--- src/inc/iefs_pkg.sv ---
// shared constants and carrier types for the i/o extension fail-safe controller
package iefs_pkg;

  // clock and timing
  localparam longint CLK_HZ         = 250_000_000;
  localparam longint SLOW_FLASH_MHZ = 1400;   // slow error flash, milli-hertz
  localparam longint FAST_FLASH_MHZ = 2800;   // fast error flash, milli-hertz
  localparam longint REG_TIMEOUT_MS = 1000;   // register traffic watchdog, ms
  localparam int unsigned SLOW_HALF_CYC = int'(CLK_HZ * 1000 / (2 * SLOW_FLASH_MHZ));
  localparam int unsigned FAST_HALF_CYC = int'(CLK_HZ * 1000 / (2 * FAST_FLASH_MHZ));
  localparam int unsigned REG_TIMEOUT_CYC = int'(CLK_HZ / 1000 * REG_TIMEOUT_MS);
  localparam int CNT_W = 28;

  // register numbers: input window 30xx0, holding window 40xx0
  localparam logic [15:0] IN_REG_BASE   = 16'h7530;  // 30000
  localparam logic [15:0] HOLD_REG_BASE = 16'h9c40;  // 40000
  localparam int          WORDS         = 3;
  localparam logic [1:0]  LAST_WORD     = 2'h2;

  // function codes
  localparam logic [7:0] FC_READ_HOLD  = 8'h03;
  localparam logic [7:0] FC_READ_INPUT = 8'h04;
  localparam logic [7:0] FC_WRITE_MULT = 8'h10;

  // thumbwheel digit codes
  localparam logic [3:0] DIGIT_MAX  = 4'h9;
  localparam logic [3:0] DIGIT_STAR = 4'ha;

  // switch positions
  localparam int SW_AI_RANGE = 0;
  localparam int SW_AO_HOLD  = 1;
  localparam int SW_RLY1_HOLD = 2;
  localparam int SW_RLY2_HOLD = 3;

  // live-zero offset: 4 mA of a 0..20 mA full scale
  localparam logic [15:0] LIVE_ZERO_OFS = 16'h3333;

  // reset values
  localparam logic [15:0] WORD_RST = 16'h0000;

  // status word bit positions (input word 2)
  localparam int ST_FAULT     = 0;
  localparam int ST_LIVE_ZERO = 1;
  localparam int ST_UNDERRANGE = 2;
  localparam int ST_ADDR_CHG  = 3;

  typedef enum logic [1:0] {
    IEFS_AD_FACTORY,
    IEFS_AD_MAP,
    IEFS_AD_SLAVE,
    IEFS_AD_ILLEGAL
  } iefs_addr_kind_t;

  typedef struct packed {
    logic [15:0] addr;
    logic [15:0] wdata;
    logic [7:0]  fc;
    logic        wr;
    logic        rd;
  } iefs_req_t;

  typedef struct packed {
    logic [15:0] rdata;
    logic        ok;
  } iefs_rsp_t;

endpackage

--- src/iefs_ctrl.sv ---
// fail-safe, indicator, address and register logic of the six-channel i/o extension
//
// The register addresses and the address-and-strobe port are this design's own decisions.
`timescale 1ns/10ps

module iefs_ctrl #(
  parameter int unsigned SLOW_HALF   = iefs_pkg::SLOW_HALF_CYC,
  parameter int unsigned FAST_HALF   = iefs_pkg::FAST_HALF_CYC,
  parameter int unsigned REG_TIMEOUT = iefs_pkg::REG_TIMEOUT_CYC
) (
  input  wire logic               clk_i,
  input  wire logic               rst_i,
  input  wire logic [3:0]         dip_switch_i,
  input  wire logic [7:0]         thumbwheel_i,
  input  wire logic [1:0]         digital_in_i,
  input  wire logic               link_up_i,
  input  wire logic               register_mode_i,
  input  wire logic               config_mode_i,
  input  wire logic               partner_ok_i,
  input  wire logic               critical_error_i,
  input  wire logic [15:0]        adc_code_i,
  input  wire iefs_pkg::iefs_req_t req_i,
  output logic                    [15:0] analog_out_o,
  output logic                    [1:0]  relay_out_o,
  output logic                    [1:0]  digital_in_led_o,
  output logic                    [1:0]  relay_led_o,
  output logic                    bus_activity_indicator_o,
  output logic                    error_indicator_o,
  output logic                    supply_indicator_o,
  output logic                    live_zero_o,
  output logic                    fault_o,
  output logic                    map_addr_valid_o,
  output logic                    slave_mode_o,
  output logic [3:0]              slave_addr_o,
  output iefs_pkg::iefs_rsp_t     rsp_o
);
  import iefs_pkg::*;
  localparam int PIN_W = 15;
  // pin synchronisers: three stages, a change is taken when stages two and three agree
  logic [PIN_W-1:0] pin_s1;
  logic [PIN_W-1:0] pin_s2;
  logic [PIN_W-1:0] pin_s3;
  logic [PIN_W-1:0] pin_q;
  always_ff @(posedge clk_i or posedge rst_i) begin
    if (rst_i) begin
      pin_s1 <= '0;
      pin_s2 <= '0;
      pin_s3 <= '0;
      pin_q  <= '0;
    end else begin
      pin_s1 <= {link_up_i, digital_in_i, thumbwheel_i, dip_switch_i};
      pin_s2 <= pin_s1;
      pin_s3 <= pin_s2;
      // continuous switch sampling: agreed changes act at once, no restart needed
      for (int i = 0; i < PIN_W; i++) begin
        if (pin_s2[i] == pin_s3[i]) begin
          pin_q[i] <= pin_s3[i];
        end
      end
    end
  end
  logic [3:0] sw;
  logic [3:0] wheel_lo;
  logic [3:0] wheel_hi;
  logic [1:0] di;
  logic       link_ok;
  assign sw       = pin_q[3:0];
  assign wheel_lo = pin_q[7:4];
  assign wheel_hi = pin_q[11:8];
  assign di       = pin_q[13:12];
  assign link_ok  = pin_q[14];
  // address classification
  // a star in the units position or a non-digit code other than a tens-position star is never accepted
  iefs_addr_kind_t addr_kind;
  always_comb begin
    if (wheel_hi > DIGIT_MAX || wheel_lo > DIGIT_MAX) begin
      addr_kind = (wheel_hi == DIGIT_STAR && wheel_lo != 4'h0 && wheel_lo <= DIGIT_MAX) ?
                  IEFS_AD_SLAVE : IEFS_AD_ILLEGAL;
    end else if (wheel_hi == 4'h0 && wheel_lo == 4'h0) begin
      addr_kind = IEFS_AD_FACTORY;
    end else begin
      addr_kind = IEFS_AD_MAP;
    end
  end
  // window base is ten times the two-digit address
  logic [15:0] win_base;
  assign win_base = (16'(wheel_hi) * 16'd100) + (16'(wheel_lo) * 16'd10);
  // address change: the wheel is caught once the filter has flushed, then compared
  logic [4:0] boot_fill;
  logic [7:0] boot_wheel;
  logic       addr_changed;
  always_ff @(posedge clk_i or posedge rst_i) begin
    if (rst_i) begin
      boot_fill    <= '0;
      boot_wheel   <= 8'h00;
      addr_changed <= 1'b0;
    end else if (!boot_fill[4]) begin
      // filter stages hold reset zeros for four edges, so keep re-taking the wheel
      boot_fill  <= {boot_fill[3:0], 1'b1};
      boot_wheel <= {wheel_hi, wheel_lo};
    end else if ({wheel_hi, wheel_lo} != boot_wheel) begin
      addr_changed <= 1'b1;  // sticky until restart; the new address is decoded at once
    end
  end
  // register access decode
  logic        in_hit;
  logic        hold_hit;
  logic [1:0]  word_sel;
  logic [15:0] in_ofs;
  logic [15:0] hold_ofs;
  always_comb begin
    in_ofs   = req_i.addr - IN_REG_BASE - win_base;
    hold_ofs = req_i.addr - HOLD_REG_BASE - win_base;
    in_hit   = (addr_kind == IEFS_AD_MAP) && (in_ofs <= 16'(LAST_WORD)) &&
               (req_i.addr >= IN_REG_BASE);
    hold_hit = (addr_kind == IEFS_AD_MAP) && (hold_ofs <= 16'(LAST_WORD)) &&
               (req_i.addr >= HOLD_REG_BASE);
    word_sel = in_hit ? in_ofs[1:0] : hold_ofs[1:0];
  end
  // three output words written by the host
  logic [15:0] out_word [WORDS];
  logic        wr_ok;
  // write multiple code stores one word per strobe
  assign wr_ok = req_i.wr && hold_hit && req_i.fc == FC_WRITE_MULT;
  always_ff @(posedge clk_i or posedge rst_i) begin
    if (rst_i) begin
      for (int i = 0; i < WORDS; i++) begin
        out_word[i] <= WORD_RST;
      end
    end else if (wr_ok) begin
      out_word[word_sel] <= req_i.wdata;
    end
  end
  // register traffic watchdog; counts only in register mode
  logic [CNT_W-1:0] wd_cnt;
  logic             reg_timeout;
  logic             any_ok;
  assign any_ok = wr_ok ||
                  (req_i.rd && in_hit && req_i.fc == FC_READ_INPUT) ||
                  (req_i.rd && hold_hit && req_i.fc == FC_READ_HOLD);
  always_ff @(posedge clk_i or posedge rst_i) begin
    if (rst_i) begin
      wd_cnt      <= '0;
      reg_timeout <= 1'b0;
    end else if (!register_mode_i || any_ok) begin
      wd_cnt      <= '0;
      reg_timeout <= 1'b0;
    end else if (wd_cnt >= CNT_W'(REG_TIMEOUT - 1)) begin
      reg_timeout <= 1'b1;
    end else begin
      wd_cnt <= wd_cnt + 1'b1;
    end
  end
  // error sources that force the safe outputs
  logic fault;
  assign fault = !link_ok || critical_error_i || (register_mode_i && reg_timeout) ||
                 (!register_mode_i && !partner_ok_i);
  // last valid outputs, frozen while the fault lasts
  logic [15:0] ao_last;
  logic [1:0]  rly_last;
  always_ff @(posedge clk_i or posedge rst_i) begin
    if (rst_i) begin
      ao_last  <= WORD_RST;
      rly_last <= 2'h0;
    end else if (!fault) begin
      ao_last  <= out_word[0];
      rly_last <= out_word[1][1:0];
    end
  end
  // output drive with the switch-selected fail-safe policy
  always_ff @(posedge clk_i or posedge rst_i) begin
    if (rst_i) begin
      analog_out_o <= WORD_RST;
      relay_out_o  <= 2'h0;
      fault_o      <= 1'b0;
    end else begin
      fault_o <= fault;
      if (fault) begin
        analog_out_o <= sw[SW_AO_HOLD] ? ao_last : WORD_RST;
        relay_out_o[0] <= sw[SW_RLY1_HOLD] & rly_last[0];
        relay_out_o[1] <= sw[SW_RLY2_HOLD] & rly_last[1];
      end else begin
        analog_out_o <= out_word[0];
        relay_out_o  <= out_word[1][1:0];
      end
    end
  end
  // live-zero range removes the 4 mA offset; below it the reading clamps
  logic [15:0] ai_value;
  logic        ai_under;
  always_comb begin
    ai_under = sw[SW_AI_RANGE] && (adc_code_i < LIVE_ZERO_OFS);
    if (!sw[SW_AI_RANGE]) begin
      ai_value = adc_code_i;
    end else if (ai_under) begin
      ai_value = WORD_RST;
    end else begin
      ai_value = adc_code_i - LIVE_ZERO_OFS;
    end
  end
  // input image: analog value, digital inputs, status
  logic [15:0] in_word [WORDS];
  always_comb begin
    in_word[0] = ai_value;
    in_word[1] = {14'h0000, di};
    in_word[2] = '0;
    in_word[2][ST_FAULT]      = fault;
    in_word[2][ST_LIVE_ZERO]  = sw[SW_AI_RANGE];
    in_word[2][ST_UNDERRANGE] = ai_under;
    in_word[2][ST_ADDR_CHG]   = addr_changed;
  end
  // read answer one cycle after the strobe; unmapped or wrong code gives ok low
  always_ff @(posedge clk_i or posedge rst_i) begin
    if (rst_i) begin
      rsp_o <= '0;
    end else if (req_i.rd) begin
      if (in_hit && req_i.fc == FC_READ_INPUT) begin
        rsp_o <= '{rdata: in_word[word_sel], ok: 1'b1};
      end else if (hold_hit && req_i.fc == FC_READ_HOLD) begin
        // holding read returns stored output words
        rsp_o <= '{rdata: out_word[word_sel], ok: 1'b1};
      end else begin
        rsp_o <= '0;
      end
    end else begin
      rsp_o <= '0;
    end
  end
  // free-running flash phases; fast drives both indicators, slow only the error indicator
  logic [CNT_W-1:0] slow_cnt;
  logic [CNT_W-1:0] fast_cnt;
  logic             slow_ph;
  logic             fast_ph;
  always_ff @(posedge clk_i or posedge rst_i) begin
    if (rst_i) begin
      slow_cnt <= '0;
      fast_cnt <= '0;
      slow_ph  <= 1'b0;
      fast_ph  <= 1'b0;
    end else begin
      if (slow_cnt >= CNT_W'(SLOW_HALF - 1)) begin
        slow_cnt <= '0;
        slow_ph  <= !slow_ph;
      end else begin
        slow_cnt <= slow_cnt + 1'b1;
      end
      if (fast_cnt >= CNT_W'(FAST_HALF - 1)) begin
        fast_cnt <= '0;
        fast_ph  <= !fast_ph;
      end else begin
        fast_cnt <= fast_cnt + 1'b1;
      end
    end
  end
  typedef enum logic [1:0] {IEFS_BUS_NONE, IEFS_BUS_CONFIG, IEFS_BUS_CYCLIC} iefs_bus_st_t;
  iefs_bus_st_t bus_st;
  always_comb begin
    if (!link_ok || (register_mode_i && reg_timeout)) begin
      bus_st = IEFS_BUS_NONE;
    end else if (config_mode_i) begin
      bus_st = IEFS_BUS_CONFIG;
    end else begin
      bus_st = IEFS_BUS_CYCLIC;
    end
  end
  // indicator drive; error priority: steady, fast, slow, dark
  always_ff @(posedge clk_i or posedge rst_i) begin
    if (rst_i) begin
      bus_activity_indicator_o <= 1'b0;
      error_indicator_o        <= 1'b0;
      supply_indicator_o       <= 1'b0;
      digital_in_led_o         <= 2'h0;
      relay_led_o              <= 2'h0;
    end else begin
      supply_indicator_o <= 1'b1;
      unique case (bus_st)
        IEFS_BUS_NONE:   bus_activity_indicator_o <= 1'b0;
        IEFS_BUS_CONFIG: bus_activity_indicator_o <= fast_ph;
        IEFS_BUS_CYCLIC: bus_activity_indicator_o <= 1'b1;
      endcase
      if (critical_error_i || (register_mode_i && reg_timeout)) begin
        error_indicator_o <= 1'b1;
      // fast flash in i/o data mode
      end else if (!register_mode_i && (!partner_ok_i || !link_ok)) begin
        error_indicator_o <= fast_ph;
      end else if (addr_changed) begin
        error_indicator_o <= slow_ph;
      end else begin
        error_indicator_o <= 1'b0;
      end
      digital_in_led_o <= di;
      relay_led_o      <= relay_out_o;
    end
  end
  // address report outputs
  always_ff @(posedge clk_i or posedge rst_i) begin
    if (rst_i) begin
      live_zero_o      <= 1'b0;
      map_addr_valid_o <= 1'b0;
      slave_mode_o     <= 1'b0;
      slave_addr_o     <= 4'h0;
    end else begin
      live_zero_o      <= sw[SW_AI_RANGE];
      map_addr_valid_o <= addr_kind == IEFS_AD_MAP;
      slave_mode_o     <= addr_kind == IEFS_AD_SLAVE;
      slave_addr_o     <= (addr_kind == IEFS_AD_SLAVE) ? wheel_lo : 4'h0;
    end
  end
endmodule

--- config.mk ---
export PLATFORM = sky130hd
export DESIGN_NAME = iefs_ctrl
export DESIGN_NICKNAME = d
export VERILOG_FILES = /design/src/inc/iefs_pkg.sv /design/src/iefs_ctrl.sv
export SDC_FILE = /design/constraint.sdc
export NUM_CORES = 1
export LEC_CHECK = 0
export BUFFER_PORTS_ARGS = -buffer_cell sky130_fd_sc_hd__buf_2
export CELL_PAD_IN_SITES_DETAIL_PLACEMENT = 2
export CELL_PAD_IN_SITES_GLOBAL_PLACEMENT = 2
export CORE_MARGIN = 5
export CORE_UTILIZATION = 43
export CTS_CLUSTER_DIAMETER = 200
export DETAILED_ROUTE_END_ITERATION = 6
export HOLD_SLACK_MARGIN = 0.08
export PLACE_DENSITY = 0.85
export SLEW_MARGIN = 5
export SYNTH_ARGS = -nofsm -noshare
export SYNTH_HDL_FRONTEND = slang
export SYNTH_SLANG_ARGS = --single-unit
--- constraint.sdc ---
create_clock -name clk_i -period 22.4 [get_ports clk_i]
set_input_delay 3.36 -clock clk_i [delete_from_list [all_inputs] [get_ports clk_i]]
set_output_delay 3.36 -clock clk_i [all_outputs]
set_load 0.02 [all_outputs]
-- Word-level counts from Yosys, hierarchy flattened
Cells that the tools add are included.
- logic and storage cells: 175
- input bits: 79
- flip-flop bits (word level): 277
- output and inout port bits: 50
- bitwise operators: 3
- $mul: 2
- $add $sub $neg: 9
- mux-type cells: 35
- eq/ne operators: 25
- order comparisons: 13
- reductions and logical operators: 41
- operator list (operator ; count):
    2-to-1 mux 16 bit ; 9
    2-to-1 mux 28 bit ; 4
    adder 28 x 1 -> 28 bit (second input constant) ; 3
    binary-select mux 16 bit (select 2 bit) ; 2
    2-to-1 mux 17 bit ; 3
    bitwise mux 48 bit ; 1
    demux 16 bit (select 2 bit) ; 1
    less-or-equal comparator 16 x 2 -> 1 bit (second input constant) ; 2
    subtractor 16 x 12 -> 16 bit ; 2
    >= comparator 28 x 26 -> 1 bit (second input constant) ; 1
    >= comparator 28 x 27 -> 1 bit (second input constant) ; 1
    >= comparator 28 bit (second input constant) ; 1
    logical AND 1 bit ; 20
    >= comparator 16 x 15 -> 1 bit (second input constant) ; 1
    >= comparator 16 bit (second input constant) ; 1
    less-than comparator 16 x 14 -> 1 bit (second input constant) ; 1
    subtractor 16 x 14 -> 16 bit (second input constant) ; 1
    subtractor 16 x 15 -> 16 bit (second input constant) ; 1
    subtractor 16 bit (second input constant) ; 1
    equality test 1 bit ; 15
    adder 11 x 8 -> 12 bit ; 1
    logical OR 1 bit ; 10
    2-to-1 mux 2 bit ; 5
    multiplier 4 x 5 -> 9 bit (second input constant) ; 1
    other kinds (25) ; 40

-- Depth between registers and ports, before layout
Gate-level depths: netlist of run 1.
- depth after elaboration: 16
- gate-level depth with buffers: 24
- mapped depth without buffers: 22

-- Worst setup path before layout of run 1
No wires, ideal clock.
- path type: input to register
- start point: in req_i[27] (netlist name)
- end point: reg out_word[16] (netlist name)
- data arrival time: 7448 ps
- slack: 14828 ps
- buffers on the path: 4
- cell stages on the path: 15
- path through: ha_1 clkbuf_1 inv_1 clkbuf_1 buf_1 fa_1 nor2b_1 o221ai_1 or3_1 or4_1 or4_1 a2111oi_0 nand3_1 buf_2 mux2_2
- longest elaborated chain between the ends: 12
- elaborated cells on any way between the ends: 22
- those cells by class: add/sub (4); order compare (6); mux (4); bitwise (1); reduce/logical (7)
- RTL lines (element ; RTL line ; text):
    start: declaration ; iefs_ctrl.sv:22 ; input wire iefs_pkg::iefs_req_t req_i,
    subtractor 16 x 15 -> 16 bit ; iefs_ctrl.sv:112 ; in_ofs = req_i.addr - IN_REG_BASE - win_base;
    subtractor 16 x 12 -> 16 bit ; iefs_ctrl.sv:112 ;
    less-or-equal comparator 16 x 2 -> 1 bit ; iefs_ctrl.sv:114 ; in_hit = (addr_kind == IEFS_AD_MAP) && (in_ofs <= 16'(LAST_WORD)) &&
    logical AND 1 bit (2 in series) ; iefs_ctrl.sv:114 ;
    2-to-1 mux 2 bit ; iefs_ctrl.sv:118 ; word_sel = in_hit ? in_ofs[1:0] : hold_ofs[1:0];
    NOT 2 -> 3 bit (implied by the code) ; iefs_ctrl.sv:131 ; out_word[word_sel] <= req_i.wdata;
    >= comparator 3 bit (implied by the code) / less-than comparator 3 x 1 -> 1 bit (equally long branches) ; iefs_ctrl.sv:131 ;
    logical AND 1 bit (implied by the code) ; iefs_ctrl.sv:131 ;
    2-to-1 mux 16 bit (implied by the code) ; iefs_ctrl.sv:131 ;
    demux 16 bit (select 2 bit) ; iefs_ctrl.sv:131 ;
    bitwise mux 48 bit ; iefs_ctrl.sv:131 ;
    end signal: indexed assignment ; iefs_ctrl.sv:131 ;
    end: declaration ; iefs_ctrl.sv:121 ; logic [15:0] out_word [WORDS];
Parallel ways exist; a longest one is shown, timed or not.
A chain may end at the register's enable or synchronous reset.

-- Worst setup path after layout of run 1
- start point: in req_i[27] (netlist name)
- end point: reg out_word[26] (netlist name)
Same word-level chain as after synthesis.

==> results of run 1 <==
-- through the flow --
step	power, mW	hold WS (ns)	instance area [µm²]	util	worst slack [ns]
floorplan	0.872	0.331	14100	-	11.40
global placement	0.980	0.333	15100	0.466	13.96
detailed placement	1.00	0.340	15100	0.466	13.86
CTS	1.54	0.352	16200	0.499	14.36
global route	1.61	0.363	16200	0.499	14.02
finish	1.53	0.349	16200	0.499	14.28
-- worst min-delay path by stage --
| stage | from | cells after the start | endpoint |
|---|---|---|---|
| 3_3_place_gp | pin_s1[2] | 0 | pin_s2[2] |
| 6_report | pin_s1[1] | 0 | pin_s2[1] |
| 2_1_floorplan | pin_s1[0] | 0 | pin_s2[0] |
| 3_5_place_dp | pin_s1[13] | 0 | pin_s2[13] |
| 4_1_cts | pin_s1[13] | 0 | pin_s2[13] |
| 5_1_grt | pin_s1[12] | 0 | pin_s2[12] |
-- synthesized netlist by cell type (13+ instances only) --
cell / number
inv_1: 61
nor3_1: 26
and3_1: 16
nand4_1: 15
a22o_1: 17
nor2_1: 113
o22ai_1: 13
nand2_1: 68
xor2_1: 58
nor4_1: 18
mux2_2: 52
o21ai_0: 28
ha_1: 67
xnor2_1: 62
mux2i_1: 22
a21oi_1: 48
clkbuf_1: 28
a21o_1: 14
nor2b_1: 13
nand3_1: 68
dfrtp_1: 277
mux2_4: 20
maj3_1: 20
-- cell families (layout without fill, tap and decap cells) --
logic type,after synthesis,in the layout,share of synthesized area
buffers and inverters,105,252,0.0299
AO/OA/AOI/OAI,201,201,0.101
XOR/XNOR,122,122,0.0775
AND/OR/NAND/NOR,394,394,0.140
other,2,11,0.000534
multiplexers,94,94,0.0787
flip-flops,277,277,0.493
adder cells (fa/ha/maj),91,91,0.0795
-- flip-flops by register name (all words and copies together) (netlist names), 2 cells and up --
name / cells
analog_out_o: 16
ao_last: 16
boot_fill: 5
boot_wheel: 8
digital_in_led_o: 2
fast_cnt: 28
out_word: 48
pin_q: 15
pin_s1: 15
pin_s2: 15
pin_s3: 15
relay_led_o: 2
relay_out_o: 2
rly_last: 2
rsp_o: 17
slave_addr_o: 4
slow_cnt: 28
wd_cnt: 28
-- power groups by stage --
stage	combinational, mW	clock, mW	sequential, mW
after floorplan	0.338	0	0.534
after global placement	0.444	0	0.536
after detailed placement	0.465	0	0.537
after CTS	0.473	0.535	0.529
after global routing	0.522	0.560	0.530
final	0.479	0.526	0.529
-- worst max-delay path: stages --
cell,delay [ns]
buf_2,0.12
ha_1,0.52
inv_1,0.46
fa_1,0.57
nor2b_1,0.26
o221ai_1,0.20
or3_1,0.45
or4_1,0.48
or4_1,0.40
a2111oi_0,0.44
nand3_1,0.75
mux2_2,0.55
-- routing by layer --
metal / track usage / part of all wire
met5: 0 / 0.00059
met4: 0.0757 / 0.033
met3: 0.0304 / 0.032
met2: 0.458 / 0.52
met1: 0.308 / 0.41
-- area by class of cell --
| type | instances | area [µm²] | area share |
|---|---|---|---|
| diodes | 7 | 17.5 | 0.00108 |
| clock buffers | 47 | 926 | 0.0572 |
| clock inverters | 9 | 124 | 0.00765 |
| inverters | 62 | 240 | 0.0148 |
| multi-input cells | 906 | 6720 | 0.415 |
| flip-flops and latches | 277 | 6930 | 0.428 |
| well taps | 442 | 553 | 0.0341 |
| repair buffers | 134 | 686 | 0.0423 |
-- cells in the final DEF, fill, tap and decap left out, types with 9 or more instances in the layout --
cell type / instances
mux2_2: 52
maj3_1: 20
nor4_1: 18
a21oi_1: 48
inv_1: 60
nor2_1: 112
ha_1: 67
clkbuf_8: 9
nand4_1: 15
and3_1: 16
mux2_4: 20
o22ai_1: 13
nand2_1: 68
a22o_1: 17
nor3_1: 26
xnor2_1: 62
clkbuf_16: 31
nand3_1: 68
xor2_1: 58
mux2i_1: 22
a21o_1: 14
nand2b_1: 9
nor2b_1: 13
o21ai_0: 28
buf_2: 128
dfrtp_1: 277
==> reports/metrics.cfg, run 1 <==
[placed_design]
dp_hpwl_um = 31100
gp_congestion = 0.868
numPortBuffers = 128
placed_cells = 1821

[critical_path]
start_kind = input pin
cp_max_fo = 20
reg2reg_depth = 18
cp.arrival_ns = 8.57
endpoint_kind = flop
critPathKind = in -> reg
endpoint = out_word[26]
reg2reg_slack_ns = 14.86
startpoint = req_i[27]
reg2reg_to = out_word[26]
r2r-start = pin_q[9]
required_ns = 22.85

[sta]
fin_crit_ns = 8.12
period_share = 0.362
rsz0062_at_grt = false
finalHoldViolations = 0
tightest_slew_ns = 1.02
max-slew-margin-rel = 0.319
fmax_mhz = 123
finalSetupTns_ns = 0
fin_worst_skew_ns = 0.0256
slew_violations = 0
setup_viol = 0

[cells_and_area]
final_cells = 1884
drive_above_1_share = 0.190
finish.net_count = 1562
area_growth_pct = 15.2
fill_cells = 3291

[route]
drcViolationCount = 0
drtPass1Iterations = 5
wl_um = 46000
viasPerCell = 5.67
vias = 10700
antenna_left = 0
wl_per_cell_um = 24.4
drt_iter0_markers = 444

[synth]
synth.ff_latch_count = 277
syn_avg_cell_area_um2 = 10.9
synth_area_um2 = 14100
synthArstFlopShare = 1.00
synth-main-ff-cell = dfrtp_1
synth_area_leader_cell = dfrtp_1
syn_inst = 1286
synth_top_area_share = 0.493
ys_types = 80
ys_seq_area_frac = 0.493
ys_warn_count = 0
synth_edf_count = 0
synth_area_leaders = dfrtp_1 (49%), ha_1 (6.0%), mux2_2 (4.2%), xnor2_1 (3.9%), xor2_1 (3.6%)

[clocking]
h-tree-depth = 1
cts-buffers-inserted = 31
cts_root_buffer = clkbuf_16
postCtsSetupRepairBufs = 0
cts_tree = yes
insertion_delay_ns = 0.58
cts.sinks = 277
clock_path_buffers = 3
cts.clk_slew.worst_paths_ns = 0.07
holdBufCountCts = 0
cts-resized-gates = 0

[die]
top_level_ports = 129
core_region_area_um2 = 32500
rows = 66
initial_core_util = 0.433
die_w_um = 191
die_h_um = 191
die_area_um2 = 36400

[global_routing]
gr-total-overflow = 0
antenna_found_initial = 8
grt_start_max_net_pins = 126
grt_pass1_vias = 12200
grt_pass1_wl_um = 71800
grt_use_total = 0.250

[worst_hold_path]
hp-class = reg -> reg

[pwr]
seq_power_share = 0.345
ir_worst_vdd_mv = 0.0662
power.internal_uw = 998
p_leak_nw = 7.63
pwr-share-clk = 0.343
p_sw_uw = 535
p_sw_frac = 0.349
p_per_area_nw_per_um2 = 94.7
combinationalPowerShare = 0.312

[run_status]
status = complete, no violations

[flow_run]
cap_violations = 0

Note: power is estimated with default switching activity, not from simulation.
==> run 2: changes to the inputs <==
Settings changed: CORE_UTILIZATION 43 to 40, PLACE_DENSITY 0.85 to 0.8.
Clock period 22.4 ns to 7.6 ns, I/O delays scaled along.
==> run 2 against run 1 <==
  * Hold slack got worse by 0.0064 ns
  * Via count down 0.35%
  * Register-to-register slack worse by 14 ns
  * Clock skew fell by 0.0024 ns
  * Combinational power rose to 3.1 times the previous value
  * Total power grew to 3.0 times the previous value
  * Critical path depth grew 6
==> reports/metrics.cfg, run 2 (same netlist as run 1, synthesis figures left out) <==
[route]
drtPass1Iterations = 5  ; unchanged
wl_per_cell_um = 25.0  ; +2.2%
drt_iter0_markers = 542  ; +22%
vias = 10700  ; -0.35%
viasPerCell = 5.62  ; -0.98%
antenna_left = 0  ; unchanged
wl_um = 47300  ; +2.8%
drcViolationCount = 0  ; unchanged

[cells_and_area]
finish.net_count = 1564  ; +0.13%
largest_register = out_word
seq_area_um2 = 6930  ; unchanged
final_common_cell = dfrtp_1
most-common-layout-cells = dfrtp_1 (277), buf_2 (128), nor2_1 (113), nand2_1 (68), nand3_1 (68)
final_area_um2 = 16300  ; +0.32%
multi_input_area_um2 = 6720  ; about the same
drive_above_1_share = 0.195  ; +0.00503
fill_cells = 3485  ; +5.9%
largest_reg_flops = 48  ; unchanged
final_cells = 1896  ; +0.64%
area_growth_pct = 15.6

[clocking]
cts-resized-gates = 0  ; unchanged
cts_tree = yes
cts-buffers-inserted = 31  ; unchanged
holdBufCountCts = 0  ; unchanged
cts.sinks = 277  ; unchanged
h-tree-depth = 1  ; unchanged
cts.clk_slew.worst_paths_ns = 0.08  ; about the same
insertion_delay_ns = 0.59  ; about the same
cts_root_buffer = clkbuf_16
clock_path_buffers = 3  ; unchanged
postCtsSetupRepairBufs = 0  ; unchanged

[sta]
slew_violations = 0  ; unchanged
fmax_mhz = 143
fin_crit_ns = 6.99
tightest_slew_ns = 1.06  ; +0.0359 ns
finalHoldViolations = 0  ; unchanged
fin_worst_skew_ns = 0.0232  ; -0.00243 ns
finalSetupTns_ns = 0  ; unchanged
setup_viol = 0  ; unchanged
fin_hold_ws_ns = 0.343  ; -0.00640 ns
max-slew-margin-rel = 0.295  ; -0.0240
period_share = 0.920
rsz0062_at_grt = false

[critical_path]
endpoint_kind = flop
r2r-start = pin_q[5]
required_ns = 8.01  ; -14.84 ns
critPathKind = reg -> reg
startpoint = pin_q[5]
cp_max_fo = 30  ; +50%
cp.arrival_ns = 7.40  ; -1.17 ns
start_kind = flop

[global_routing]
gr-max-usage-layer = met2
antenna_found_initial = 6  ; -2
use_met3 = 0.0368  ; +0.00645
grt_pass1_vias = 12200  ; +0.60%
grt_start_max_net_pins = 188  ; +49%
grtUsageMet1 = 0.302  ; -0.00648
grt_use_met2 = 0.432  ; -0.0259
gr-total-overflow = 0  ; unchanged
grt_use_total = 0.240  ; -0.00967
grt_pass1_wl_um = 73500  ; +2.3%

[placed_design]
place_area_um2 = 15200  ; +0.26%
numPortBuffers = 128  ; unchanged
gp_congestion = 0.872  ; +0.46%
placed_cells = 1836  ; +0.82%
dp_hpwl_um = 32000  ; +3.0%

[die]
top_level_ports = 129  ; unchanged
initial_core_util = 0.406  ; -0.0272
rows = 68  ; +3.0%
die_h_um = 198  ; +3.5%
die_area_um2 = 39000  ; +7.1%
die_w_um = 198  ; +3.5%
core_region_area_um2 = 34600  ; +6.7%

[pwr]
p_leak_nw = 7.67  ; +0.41%
p_per_area_nw_per_um2 = 284  ; +200%
ir_worst_vdd_mv = 0.160  ; +140%

[run_status]
status = complete, no violations

[flow_run]
cap_violations = 0  ; unchanged

[worst_hold_path]
hp-class = reg -> reg
min_from = pin_s1[10]

## run 2: critical path, cell delays in order, from the launching register on
cell and delay [ns]:
dfrtp_1 0.50, ha_1 0.38, ha_1 0.23, fa_1 0.38, xor2_1 0.18, ha_1 0.38, a21o_1 0.21, a21oi_1 0.18
nand2_1 0.09, xor2_1 0.19, ha_1 0.53, xor2_1 0.71, nand4_1 0.18, o221ai_1 0.39, nand4b_1 0.16, a311o_1 0.48
a2111o_1 0.70, a21bo_2 0.75, nor3_1 0.17
## run 2: path summary, 6_finish.rpt
kind | cells past startpoint | endpoint | slack [ns]
max | 18 | wd_cnt[12] | 0.61
min | 0 | pin_s2[10] | 0.34
max reg2reg | 18 | wd_cnt[12] | 0.61
min reg2reg | 0 | pin_s2[10] | 0.34
max in group asynchronous | 3 | wd_cnt[12] | 5.55
min in group asynchronous | 2 | supply_indicator_o | 0.63
## run 2: stage by stage
step	total power [mW]	setup slack, ns	utilization
2_1_floorplan	2.57	1.82	-
3_3_place_gp	2.98	0.998	0.438
3_5_place_dp	3.03	0.748	0.438
4_1_cts	4.64	0.676	0.469
5_1_grt	4.84	0.221	0.469
6_report	4.62	0.611	0.469
## run 2: area by class of cell
type                       instances  share of cell area
timing repair buffer             136              0.0439
antenna                            2            0.000308
clock buffer                      39              0.0539
multi-input combinational        906               0.413
tap                              455              0.0350
inverter                          62              0.0146
clock inverter                    19              0.0125
sequential                       277               0.427
## run 2: per-layer routing
layer	vias up	share of wire	routed length, µm
li1	4796	-	-
met1	5560	0.42	19800
met2	195	0.52	24400
met3	92	0.038	1820
met4	8	0.027	1260
met5	-	0.0010	49
## run 2: where the power goes
| part | switching (mW) | total [mW] | internal [mW] |
|---|---|---|---|
| logic | 0.949 | 1.47 | 0.522 |
| registers | 0.0436 | 1.56 | 1.51 |
| clock network | 0.664 | 1.59 | 0.923 |
==> run 3: changes to the inputs <==
Settings changed: PLACE_DENSITY 0.8 to 0.9.
==> run 3 against run 2 <==
  * Non-clock buffer count is 1 higher
  * Via count up 3.0%
  * Clock power is 3% lower
  * Largest power group is now sequential cells
  * Fmax fell by 1.7%
  * Register-to-register slack worse by 0.12 ns
  * Critical endpoint is now wd_cnt[27]
  * Final cell count is essentially flat
  * Clock skew is 0.0043 ns higher
==> reports/metrics.cfg, run 3 (same netlist as run 1, synthesis figures left out) <==
[route]
drt_iter0_markers = 667  ; +23%
vias = 11000  ; +3.0%
wl_per_cell_um = 27.6  ; +10%
antenna_left = 0  ; unchanged
drcViolationCount = 0  ; unchanged
viasPerCell = 5.79  ; +3.1%
drtPass1Iterations = 7  ; +2
wl_um = 52200  ; +10%

[sta]
rsz0062_at_grt = false
setup_viol = 0  ; unchanged
finalSetupTns_ns = 0  ; unchanged
finalHoldViolations = 0  ; unchanged
tightest_slew_ns = 1.11  ; +0.0531 ns
max-slew-margin-rel = 0.256  ; -0.0382
fmax_mhz = 141  ; -1.7%
period_share = 0.935  ; +0.0159
fin_crit_ns = 7.11  ; +0.121 ns
fin_worst_skew_ns = 0.0275  ; +0.00435 ns
slew_violations = 0  ; unchanged

[cells_and_area]
seq_area_um2 = 6930  ; unchanged
largest_register = out_word
post-route-util = 0.468  ; -0.00119
most-common-layout-cells = dfrtp_1 (277), buf_2 (128), nor2_1 (113), nand2_1 (68), nand3_1 (68)
drive_above_1_share = 0.188  ; -0.00682
finish.net_count = 1565  ; +0.064%
multi_input_area_um2 = 6720  ; about the same
area_growth_pct = 15.3
final_common_cell = dfrtp_1
fill_cells = 3535  ; +1.4%
largest_reg_flops = 48  ; unchanged

[critical_path]
endpoint_kind = flop
startpoint = pin_q[9]
cp_slowest_stage_delay_ns = 0.68  ; -0.07 ns
r2r-start = pin_q[9]
cp_top_family = compound AO/OA/AOI/OAI gates
critPathSlowestCell = a2111o_1
critPathKind = reg -> reg
required_ns = 8.04  ; +0.03 ns
cp.arrival_ns = 7.55  ; +0.15 ns
path_common_cell = ha_1
start_kind = flop
cp_max_fo = 30  ; unchanged
path_cells = inv_1 > ha_1 > ha_1 > fa_1 > ha_1 > nand4_1 > a32oi_1 > mux2i_1 > inv_2 > ha_1 > a21o_1 > a221oi_2 > nand4_1 > or4_1 > or3_4 > a2111o_1 > a21bo_4 > nor3_1
cp_num_buf_inv = 2  ; +2

[global_routing]
antenna_found_initial = 10  ; +4
grt_use_total = 0.263  ; +0.0227
gr-total-overflow = 0  ; unchanged
grt_pass1_vias = 12800  ; +4.6%
grt_pass1_wl_um = 79600  ; +8.3%
grt_start_max_net_pins = 182  ; -3.2%

[pwr]
p_leak_nw = 7.64  ; -0.32%
seq_power_share = 0.338  ; about the same
p_sw_frac = 0.364  ; +0.00510
p_per_area_nw_per_um2 = 285  ; +0.19%
pwr-share-clk = 0.336  ; -0.008
p_total_mw = 4.61  ; about the same
combinationalPowerShare = 0.326  ; +0.007
ir_worst_vdd_mv = 0.181  ; +13%
p_sw_mw = 1.68  ; +1.4%
power.internal_mw = 2.93  ; -0.86%

[clocking]
cts.sinks = 277  ; unchanged
h-tree-depth = 1  ; unchanged
cts_tree = yes
cts_root_buffer = clkbuf_16
cts-buffers-inserted = 31  ; unchanged
cts.clk_slew.worst_paths_ns = 0.07  ; about the same
postCtsSetupRepairBufs = 0  ; unchanged
clock_path_buffers = 3  ; unchanged
insertion_delay_ns = 0.60  ; about the same
holdBufCountCts = 0  ; unchanged

[die]
core_region_area_um2 = 34600  ; unchanged
rows = 68  ; unchanged
die_h_um = 198  ; unchanged
die_area_um2 = 39000  ; unchanged
top_level_ports = 129  ; unchanged
die_w_um = 198  ; unchanged
initial_core_util = 0.406  ; unchanged

[placed_design]
numPortBuffers = 128  ; unchanged
gp_congestion = 0.873  ; +0.10%
dp_hpwl_um = 34700  ; +8.2%

[run_status]
status = complete, no violations

[worst_hold_path]
hp-class = reg -> reg
min_from = pin_s1[12]

[flow_run]
cap_violations = 0  ; unchanged

-- run 3: cell types whose count changed in the layout (fill, tap and decap cells not counted) --
cell | before | now
clkbuf_8 | 7 | 4
a21bo_2 | 1 | 0
clkinv_4 | 1 | 2
clkinv_2 | 9 | 4
buf_4 | 7 | 8
a21bo_4 | 0 | 1
clkinvlp_4 | 5 | 2
inv_6 | 1 | 0
clkbuf_1 | 1 | 10
-- run 3: what timing repair did --
| item | in CTS | in global routing |
|---|---|---|
| resized for setup | 0 | 1 |
| endpoints found under the setup margin | 0 | 1 |
| hold endpoints to repair | 0 | 0 |
-- run 3: worst paths after layout --
path	cells past startpoint	slack, ns	endpoint
min in group asynchronous	2	0.65	rsp_o[1]
hold / removal	0	0.35	pin_s2[12]
setup reg to reg	18	0.49	wd_cnt[27]
setup / recovery	18	0.49	wd_cnt[27]
max in group asynchronous	3	5.53	analog_out_o[6]
hold reg to reg	0	0.35	pin_s2[12]
-- run 3: worst reg2reg max path, delay by kind of cell, from the launching register on --
family	cells	cell delay, ns
fa+ha+maj	5	1.88
simple gates	5	1.32
mux	1	0.55
compound gates	5	2.16
buf+inv	2	0.40
flops	1	0.67
-- run 3: metrics by stage --
step                hold WS [ns]  area [µm²]  setup slack, ns  std cells
finish                     0.351       16200            0.490       1895
global route               0.358       16200            0.211       1895
CTS                        0.355       16200            0.365       1893
detailed placement         0.336       15200            0.594       1837
global placement           0.332       15200             1.02       1837
floorplan                  0.331       14100             1.82       1288
-- run 3: layer usage --
layer  up-vias  global-route usage  part of all wire  wire length [µm]
li1       4803                   -                 -                 -
met1      5701               0.310              0.39             20500
met5         -                   0            0.0022               115
met3       143              0.0561             0.050              2620
met2       309               0.466              0.51             26800
met4        16               0.109             0.041              2150
-- run 3: cell type report --
class / instances / share of cell area
Sequential cell: 277 / 0.428
Multi-Input combinational cell: 906 / 0.415
Clock buffer: 45 / 0.0536
Timing Repair Buffer: 137 / 0.0445
Tap cell: 455 / 0.0351
Inverter: 62 / 0.0146
Clock inverter: 11 / 0.00957
Antenna cell: 2 / 0.000309
-- run 3: power groups by stage --
| stage | logic, mW | registers [mW] | clock network (mW) |
|---|---|---|---|
| finish | 1.50 | 1.56 | 1.55 |
| global route | 1.59 | 1.57 | 1.65 |
| CTS | 1.47 | 1.56 | 1.58 |
| detailed placement | 1.43 | 1.59 | 0 |
| global placement | 1.38 | 1.58 | 0 |
| floorplan | 0.997 | 1.57 | 0 |
